--- config.mk ---
export PLATFORM = sky130hd
export DESIGN_NAME = prt_timers
export DESIGN_NICKNAME = d
export VERILOG_FILES = /design/src/include/prt_pkg.sv /design/src/design/prt_timers.sv
export SDC_FILE = /design/constraint.sdc
export NUM_CORES = 2
export LEC_CHECK = 0
export BUFFER_PORTS_ARGS = -buffer_cell sky130_fd_sc_hd__buf_4
export CAP_MARGIN = 20
export CORE_MARGIN = 2
export CORE_UTILIZATION = 65
export DETAILED_ROUTE_END_ITERATION = 8
export PLACE_DENSITY_LB_ADDON = 0.05
export SYNTH_ARGS = -nofsm -noshare
export SYNTH_HDL_FRONTEND = slang
export SYNTH_SLANG_ARGS = --single-unit
--- constraint.sdc ---
create_clock -name sys_clk_in -period 9.3 [get_ports sys_clk_in]
set_input_delay 0.465 -clock sys_clk_in [delete_from_list [all_inputs] [get_ports sys_clk_in]]
set_output_delay 0.465 -clock sys_clk_in [all_outputs]
set_load 0.005 [all_outputs]
--- src/include/prt_pkg.sv ---
// Shared constants and state types for the pulse and random timer block
package prt_pkg;
  localparam int PRT_CLK_PERIOD_NS = 10;
  // Repeat count limits for the edge-launched relay
  localparam logic [3:0] PRT_REPEAT_MIN = 4'h1;
  localparam logic [3:0] PRT_REPEAT_MAX = 4'h9;
  // Pseudo-random source
  localparam int PRT_LFSR_W = 16;
  localparam logic [15:0] PRT_LFSR_SEED = 16'hACE1;
  localparam logic [15:0] PRT_LFSR_TAPS = 16'hB400;
  // Values after reset
  localparam logic PRT_OUT_RST = 1'b0;
  localparam logic [3:0] PRT_CYCLES_RST = 4'h0;

  typedef enum logic [1:0] {
    PRT_W_IDLE,
    PRT_W_LOW,
    PRT_W_HIGH
  } prt_wipe_e;

  typedef enum logic [1:0] {
    PRT_P_OFF,
    PRT_P_HIGH,
    PRT_P_LOW
  } prt_pulse_e;

  typedef enum logic [1:0] {
    PRT_R_IDLE,
    PRT_R_ON_WAIT,
    PRT_R_OFF_WAIT
  } prt_rand_e;
endpackage

--- src/design/prt_timers.sv ---
// Edge-launched relay, pulse generator and random delay generator
// Operation
// - Launch rising edge starts low interval; output stays low.
// - After low interval, output high for high interval plus one clock, then low.
// - Relaunch before low plus high ends clears elapsed count and restarts.
// - Low/high cycle repeats configured count, limited to one through nine.
// - Relay clear zeroes elapsed count and drops output at once.
// - Each function has a retentivity option preserving its state, except the random generator elapsed count.
// - Enabled pulse generator alternates high interval then low interval.
// - Pulse generator runs while enable is high, stops when low.
// - Polarity flip inverts pulse output only while enabled.
// - Enable rise starts random on-delay from zero to high interval.
// - Output set when on-delay ends if enable stayed high.
// - Enable drop abandons on-delay; output unchanged.
// - Enable fall starts random off-delay from zero to low interval.
// - Output cleared when off-delay ends if enable stayed low.
// - Enable return high abandons off-delay; output stays set.
// - Power loss clears random generator elapsed count.
// - Intervals take constant or live value; timebase is configurable.
`timescale 1ns/1ns
module prt_timers
  import prt_pkg::*;
#(
  parameter int IW = 16,
  parameter int DW = 16
) (
  input wire logic sys_clk_in,
  input wire logic rst_in,
  input wire logic [DW-1:0] timebase_div_in,
  input wire logic power_loss_in,
  input wire logic [IW-1:0] live_value_in,
  input wire logic wipe_launch_in,
  input wire logic wipe_clear_in,
  input wire logic [3:0] wipe_repeat_in,
  input wire logic [IW-1:0] wipe_low_interval_in,
  input wire logic [IW-1:0] wipe_high_interval_in,
  input wire logic wipe_low_live_sel_in,
  input wire logic wipe_high_live_sel_in,
  input wire logic wipe_retain_in,
  input wire logic pulse_enable_in,
  input wire logic pulse_invert_in,
  input wire logic [IW-1:0] pulse_low_interval_in,
  input wire logic [IW-1:0] pulse_high_interval_in,
  input wire logic pulse_low_live_sel_in,
  input wire logic pulse_high_live_sel_in,
  input wire logic pulse_retain_in,
  input wire logic rand_enable_in,
  input wire logic [IW-1:0] rand_low_interval_in,
  input wire logic [IW-1:0] rand_high_interval_in,
  input wire logic rand_low_live_sel_in,
  input wire logic rand_high_live_sel_in,
  input wire logic rand_retain_in,
  output logic wipe_out,
  output logic [IW-1:0] wipe_elapsed_out,
  output logic pulse_out,
  output logic [IW-1:0] pulse_elapsed_out,
  output logic rand_out,
  output logic [IW-1:0] rand_elapsed_out
);
  function automatic logic [IW-1:0] pick(input logic sel, input logic [IW-1:0] fixed,
                                         input logic [IW-1:0] live);
    pick = sel ? live : fixed;
  endfunction
  function automatic logic [3:0] clamp_repeat(input logic [3:0] n);
    if (n < PRT_REPEAT_MIN) begin
      clamp_repeat = PRT_REPEAT_MIN;
    end else if (n > PRT_REPEAT_MAX) begin
      clamp_repeat = PRT_REPEAT_MAX;
    end else begin
      clamp_repeat = n;
    end
  endfunction
  // Maps a random word onto 0..lim inclusive, without a divider
  function automatic logic [IW-1:0] scale(input logic [PRT_LFSR_W-1:0] r,
                                          input logic [IW-1:0] lim);
    logic [IW+PRT_LFSR_W:0] p;
    p = (IW + PRT_LFSR_W + 1)'(r) * ((IW + PRT_LFSR_W + 1)'(lim) + 1'b1);
    scale = p[PRT_LFSR_W +: IW];
  endfunction
  // Timebase and sampling
  logic [DW-1:0] div_reg, div_next;
  logic tick_reg, tick_next;
  logic [PRT_LFSR_W-1:0] lfsr_reg, lfsr_next;
  logic launch_d_reg, pen_d_reg, ren_d_reg;
  logic launch_rise, pen_rise, ren_rise, ren_fall;

  always_comb begin
    tick_next = 1'b0;
    div_next = div_reg + 1'b1;
    if (div_reg + 1'b1 >= timebase_div_in) begin
      div_next = '0;
      tick_next = 1'b1;
    end
    lfsr_next = lfsr_reg[0] ? ((lfsr_reg >> 1) ^ PRT_LFSR_TAPS) : (lfsr_reg >> 1);
  end
  always_ff @(posedge sys_clk_in or posedge rst_in) begin
    if (rst_in) begin
      div_reg <= '0;
      tick_reg <= 1'b0;
      lfsr_reg <= PRT_LFSR_SEED;
      launch_d_reg <= 1'b0;
      pen_d_reg <= 1'b0;
      ren_d_reg <= 1'b0;
    end else begin
      div_reg <= div_next;
      tick_reg <= tick_next;
      lfsr_reg <= lfsr_next;
      launch_d_reg <= wipe_launch_in;
      pen_d_reg <= pulse_enable_in;
      ren_d_reg <= rand_enable_in;
    end
  end

  assign launch_rise = wipe_launch_in & ~launch_d_reg;
  assign pen_rise = pulse_enable_in & ~pen_d_reg;
  assign ren_rise = rand_enable_in & ~ren_d_reg;
  assign ren_fall = ~rand_enable_in & ren_d_reg;
  // Edge-launched relay
  prt_wipe_e w_state_reg, w_state_next;
  logic [IW-1:0] w_cnt_reg, w_cnt_next, w_low, w_high;
  logic [3:0] w_cyc_reg, w_cyc_next;
  logic w_out_reg, w_out_next;

  always_comb begin
    w_low = pick(wipe_low_live_sel_in, wipe_low_interval_in, live_value_in);
    w_high = pick(wipe_high_live_sel_in, wipe_high_interval_in, live_value_in);
    w_state_next = w_state_reg;
    w_cnt_next = w_cnt_reg;
    w_cyc_next = w_cyc_reg;
    case (w_state_reg)
      PRT_W_LOW: begin
        if (w_cnt_reg >= w_low) begin
          w_state_next = PRT_W_HIGH;
          w_cnt_next = '0;
        end else if (tick_reg) begin
          w_cnt_next = w_cnt_reg + 1'b1;
        end
      end
      PRT_W_HIGH: begin
        if (w_cnt_reg >= w_high) begin
          w_cnt_next = '0;
          if (w_cyc_reg + 1'b1 >= clamp_repeat(wipe_repeat_in)) begin
            w_state_next = PRT_W_IDLE;
            w_cyc_next = PRT_CYCLES_RST;
          end else begin
            w_state_next = PRT_W_LOW;
            w_cyc_next = w_cyc_reg + 1'b1;
          end
        end else if (tick_reg) begin
          w_cnt_next = w_cnt_reg + 1'b1;
        end
      end
      default: begin
        w_state_next = PRT_W_IDLE;
      end
    endcase
    // A relaunch mid-sequence restarts from the first low interval
    if (launch_rise) begin
      w_state_next = PRT_W_LOW;
      w_cnt_next = '0;
      w_cyc_next = PRT_CYCLES_RST;
    end
    if (power_loss_in && !wipe_retain_in) begin
      w_state_next = PRT_W_IDLE;
      w_cnt_next = '0;
      w_cyc_next = PRT_CYCLES_RST;
    end
    // Clear outranks a launch in the same cycle
    if (wipe_clear_in) begin
      w_state_next = PRT_W_IDLE;
      w_cnt_next = '0;
      w_cyc_next = PRT_CYCLES_RST;
    end
    w_out_next = (w_state_next == PRT_W_HIGH);
  end

  always_ff @(posedge sys_clk_in or posedge rst_in) begin
    if (rst_in) begin
      w_state_reg <= PRT_W_IDLE;
      w_cnt_reg <= '0;
      w_cyc_reg <= PRT_CYCLES_RST;
      w_out_reg <= PRT_OUT_RST;
    end else begin
      w_state_reg <= w_state_next;
      w_cnt_reg <= w_cnt_next;
      w_cyc_reg <= w_cyc_next;
      w_out_reg <= w_out_next;
    end
  end

  // Pulse generator
  prt_pulse_e p_state_reg, p_state_next;
  logic [IW-1:0] p_cnt_reg, p_cnt_next, p_low, p_high;
  logic p_out_reg, p_out_next;

  always_comb begin
    p_low = pick(pulse_low_live_sel_in, pulse_low_interval_in, live_value_in);
    p_high = pick(pulse_high_live_sel_in, pulse_high_interval_in, live_value_in);
    p_state_next = p_state_reg;
    p_cnt_next = p_cnt_reg;
    case (p_state_reg)
      PRT_P_OFF: begin
        p_cnt_next = '0;
      end
      PRT_P_HIGH: begin
        if (p_cnt_reg >= p_high) begin
          p_state_next = PRT_P_LOW;
          p_cnt_next = '0;
        end else if (tick_reg) begin
          p_cnt_next = p_cnt_reg + 1'b1;
        end
      end
      PRT_P_LOW: begin
        if (p_cnt_reg >= p_low) begin
          p_state_next = PRT_P_HIGH;
          p_cnt_next = '0;
        end else if (tick_reg) begin
          p_cnt_next = p_cnt_reg + 1'b1;
        end
      end
      default: begin
        p_state_next = PRT_P_OFF;
      end
    endcase
    if (pen_rise || (pulse_enable_in && p_state_reg == PRT_P_OFF)) begin
      p_state_next = PRT_P_HIGH;
      p_cnt_next = '0;
    end
    if (power_loss_in && !pulse_retain_in) begin
      p_state_next = PRT_P_OFF;
      p_cnt_next = '0;
    end
    if (!pulse_enable_in) begin
      p_state_next = PRT_P_OFF;
      p_cnt_next = '0;
    end
    // Inversion only applies to a running generator
    if (p_state_next == PRT_P_OFF) begin
      p_out_next = 1'b0;
    end else begin
      p_out_next = (p_state_next == PRT_P_HIGH) ^ pulse_invert_in;
    end
  end

  always_ff @(posedge sys_clk_in or posedge rst_in) begin
    if (rst_in) begin
      p_state_reg <= PRT_P_OFF;
      p_cnt_reg <= '0;
      p_out_reg <= PRT_OUT_RST;
    end else begin
      p_state_reg <= p_state_next;
      p_cnt_reg <= p_cnt_next;
      p_out_reg <= p_out_next;
    end
  end

  // Random delay generator
  prt_rand_e r_state_reg, r_state_next;
  logic [IW-1:0] r_cnt_reg, r_cnt_next, r_tgt_reg, r_tgt_next, r_low, r_high;
  logic r_out_reg, r_out_next;

  always_comb begin
    r_low = pick(rand_low_live_sel_in, rand_low_interval_in, live_value_in);
    r_high = pick(rand_high_live_sel_in, rand_high_interval_in, live_value_in);
    r_state_next = r_state_reg;
    r_cnt_next = r_cnt_reg;
    r_tgt_next = r_tgt_reg;
    r_out_next = r_out_reg;
    case (r_state_reg)
      PRT_R_IDLE: begin
        r_cnt_next = '0;
      end
      PRT_R_ON_WAIT: begin
        if (r_cnt_reg >= r_tgt_reg) begin
          r_state_next = PRT_R_IDLE;
          r_out_next = 1'b1;
          r_cnt_next = '0;
        end else if (tick_reg) begin
          r_cnt_next = r_cnt_reg + 1'b1;
        end
      end
      PRT_R_OFF_WAIT: begin
        if (r_cnt_reg >= r_tgt_reg) begin
          r_state_next = PRT_R_IDLE;
          r_out_next = 1'b0;
          r_cnt_next = '0;
        end else if (tick_reg) begin
          r_cnt_next = r_cnt_reg + 1'b1;
        end
      end
      default: begin
        r_state_next = PRT_R_IDLE;
      end
    endcase
    // An opposite edge abandons the pending delay; output is left as it is
    if (ren_rise) begin
      r_state_next = PRT_R_ON_WAIT;
      r_cnt_next = '0;
      r_tgt_next = scale(lfsr_reg, r_high);
      r_out_next = r_out_reg;
    end else if (ren_fall) begin
      r_state_next = PRT_R_OFF_WAIT;
      r_cnt_next = '0;
      r_tgt_next = scale(lfsr_reg, r_low);
      r_out_next = r_out_reg;
    end
    if (power_loss_in) begin
      r_cnt_next = '0;
      if (!rand_retain_in) begin
        r_state_next = PRT_R_IDLE;
        r_out_next = 1'b0;
      end
    end
  end

  always_ff @(posedge sys_clk_in or posedge rst_in) begin
    if (rst_in) begin
      r_state_reg <= PRT_R_IDLE;
      r_cnt_reg <= '0;
      r_tgt_reg <= '0;
      r_out_reg <= PRT_OUT_RST;
    end else begin
      r_state_reg <= r_state_next;
      r_cnt_reg <= r_cnt_next;
      r_tgt_reg <= r_tgt_next;
      r_out_reg <= r_out_next;
    end
  end

  assign wipe_out = w_out_reg;
  assign wipe_elapsed_out = w_cnt_reg;
  assign pulse_out = p_out_reg;
  assign pulse_elapsed_out = p_cnt_reg;
  assign rand_out = r_out_reg;
  assign rand_elapsed_out = r_cnt_reg;
endmodule

==> metrics.txt <==
# rows=between 70 and 80; post-DR vias/cell=around 6; reg2reg end=r_tgt_reg[9]; clk_skew=0.01538 ns; post-cts sizing count=0; R2R depth=21; worst-path fanout max=34; Top cell by count, worst path=fa_1; Inst Count DP=between 3k and 4k; EDFF count, synth=0; root buffer cell=clkbuf_16; FF-to-FF Start=lfsr_reg[7]; commonest non-fill, non-tap cell in the layout=inv_1; fin crit period=just over 8 ns; Max Fclk=between 0.1 and 0.15 GHz; Final Max Tran Viols=0; Reg2Reg Setup Slack=between 2 and 2.5 ns; initial antenna violation count=1; Tot GR Track Use=0.3570; Avg Inst Size Synth=approximately 8.9 um2; wire per inst=between 15 and 20 um; global-route wire length before repair=around 120 mm; TritonCTS clock tree=built; Synth area leader=fa_1; overall power=0.001560 W; # setup viols final=0; final WL=around 73 mm; DIE WIDTH=approximately 210 um; drt first-iter violations=1615; Clock Latency Late Sink=between 0.4 and 0.5 ns; run status=finished clean; share of cells above drive strength 1=0.1050; hold crit path type=primary input to async pin; PD cells=around 54 mW/mm2; detailed-routing iteration count for the pre-antenna-repair pass=6; DR vias=about 22k; final period utilization=0.8709; syn_nets=about 3.9k; clk buf depth=2; placed wire-length estimate=57.21 mm; Initial Util=0.6552; vias in the first global route=around 23k; Placer Congestion=~0.96; Synth area leaders=fa_1, ha_1, dfrtp_1, inv_1, and2_1; H-tree levels=4; type of destination of the critical path=flop; RSZ-0062 raised after global routing=no; pin count of the biggest net entering global routing=62; Clock transition at path regs=~0.06 ns; DIE HEIGHT=around 210 um; synthesized instance count=roughly 3k; port bufs=a little under 200; crit path DAT=~8.4 ns; Ports=200; nets=~4.0k; Max-Slew Margin vs Limit=0.2705; Synth top area share=0.3097; core area=0.04065 mm2; Slew @ Worst Pin=between 1 and 1.5 ns; Clock Sinks=113; commonest non-fill, non-tap cells in the layout=inv_1, fa_1, nand2_1, ha_1, and2_1; number of setup buffers added after CTS=0; Mapped Area=between 0.02 and 0.03 mm2; die area=roughly 0.043 mm2; Hold Vio Cnt, Final=0; fillers=3144; ys async rst share=1.000; Critical Path Max Stage Delay=roughly 0.59 ns; Synth-to-Final Area Change=9.453%; Synth Flop Type=dfrtp_1; antenna-violating nets left=0; Post-Layout Cell Count=~3.7k; startpoint types=primary input; Synth Warn #=0; IR drop worst, VDD=around 100 uV; number of synthesized register bits=between 100 and 150; Hold Buf Count CTS=0; Residual DRC=0; TritonCTS Buffers=17; critical path class=primary input to flop; grt ovf=0; Seq/Total Area, Yosys=0.1066; # Max-Cap Violations=0; Unique masters post-synth=84; setup TNS=0 ns; cell with the largest stage delay on the worst path=fa_1; Leakage=around 16 nW; WP data required=a little under 10 ns
-- final cells by class --
type                            instances  area, um2  area share
Multi-Input combinational cell       2209      21210      0.7276
Antenna cell                            1      2.502  0.00008585
Sequential cell                       113       2838     0.09736
Timing Repair Buffer                  248       1858     0.06374
Clock inverter                         13      102.6    0.003520
Inverter                              540       2029     0.06963
Tap cell                              532      665.6     0.02284
Clock buffer                           19      442.9     0.01520
-- routing by layer --
layer / up-vias / global-route usage / share of wire
met2: 887 / 0.5959 / 0.48
met3: 182 / 0.07427 / 0.081
met4: 2 / 0.1260 / 0.033
met1: 10730 / 0.4608 / 0.40
li1: 9781 / - / -
met5: - / 0 / 0.00011
-- worst max path at each step --
stage | startpoint | to
after floorplan | rand_low_live_sel_in | r_tgt_reg[10]
after global placement | rand_high_live_sel_in | r_tgt_reg[10]
after detailed placement | rand_high_live_sel_in | r_tgt_reg[10]
after CTS | rand_high_live_sel_in | r_tgt_reg[10]
after global routing | rand_high_live_sel_in | r_tgt_reg[10]
final | rand_high_live_sel_in | r_tgt_reg[10]
-- cell families (layout without fill, tap and decap cells) --
family / after synthesis / count (layout) / share of synthesized area
AOI/OAI and AO/OA: 338 / 338 / 0.08429
xor gates and xnor gates: 109 / 109 / 0.03641
and+or+nand+nor: 937 / 937 / 0.1798
other: 0 / 1 / 0
DFF: 113 / 113 / 0.1066
muxes: 98 / 98 / 0.03740
buffers and inverters: 681 / 820 / 0.09782
adders and majority gates: 727 / 727 / 0.4577
-- Yosys cell counts (all sizes together) (8+ instances only) --
library cell,n
and2,262
dfrtp,105
nand4,27
a21o,55
a21oi,73
and3,29
dfstp,8
nand3b,21
nor3,22
mux2,9
nor3b,12
nand2,374
xnor2,57
mux2i,89
xor2,52
nor4,9
ha,315
clkbuf,118
nor2b,17
a211oi,29
o21ai,70
fa,412
nand3,46
nor2,81
o211ai,8
nand2b,14
a31oi,36
inv,540
buf,23
-- critical path, delay by kind of cell --
family	cells	cell delay, ns
simple gates	4	0.56
buf+inv	7	1.06
xor+xnor	2	0.31
mux	1	0.23
fa+ha+maj	8	3.57
compound gates	8	2.25
-- stage by stage --
step,instance area (um2),worst slack [ns],util,hold slack (ns)
4_1_cts,29140,1.249,0.7169,0.1348
3_5_place_dp,28590,0.8118,0.7034,0.4513
5_1_grt,29150,0.6171,0.7170,0.1385
2_1_floorplan,26630,0.9613,-,0.3519
6_report,29150,1.201,0.7171,0.1285
3_3_place_gp,28580,0.9871,0.7032,0.4564
-- power breakdown --
group,switching [W],total [W],leakage [nW],internal [W]
clock network,0.000280,0.000631,0.255,0.000351
registers,0.0000181,0.000529,1.52,0.000511
logic,0.000250,0.000400,13.8,0.000150
No activity file was read; power rests on OpenSTA's default activity.
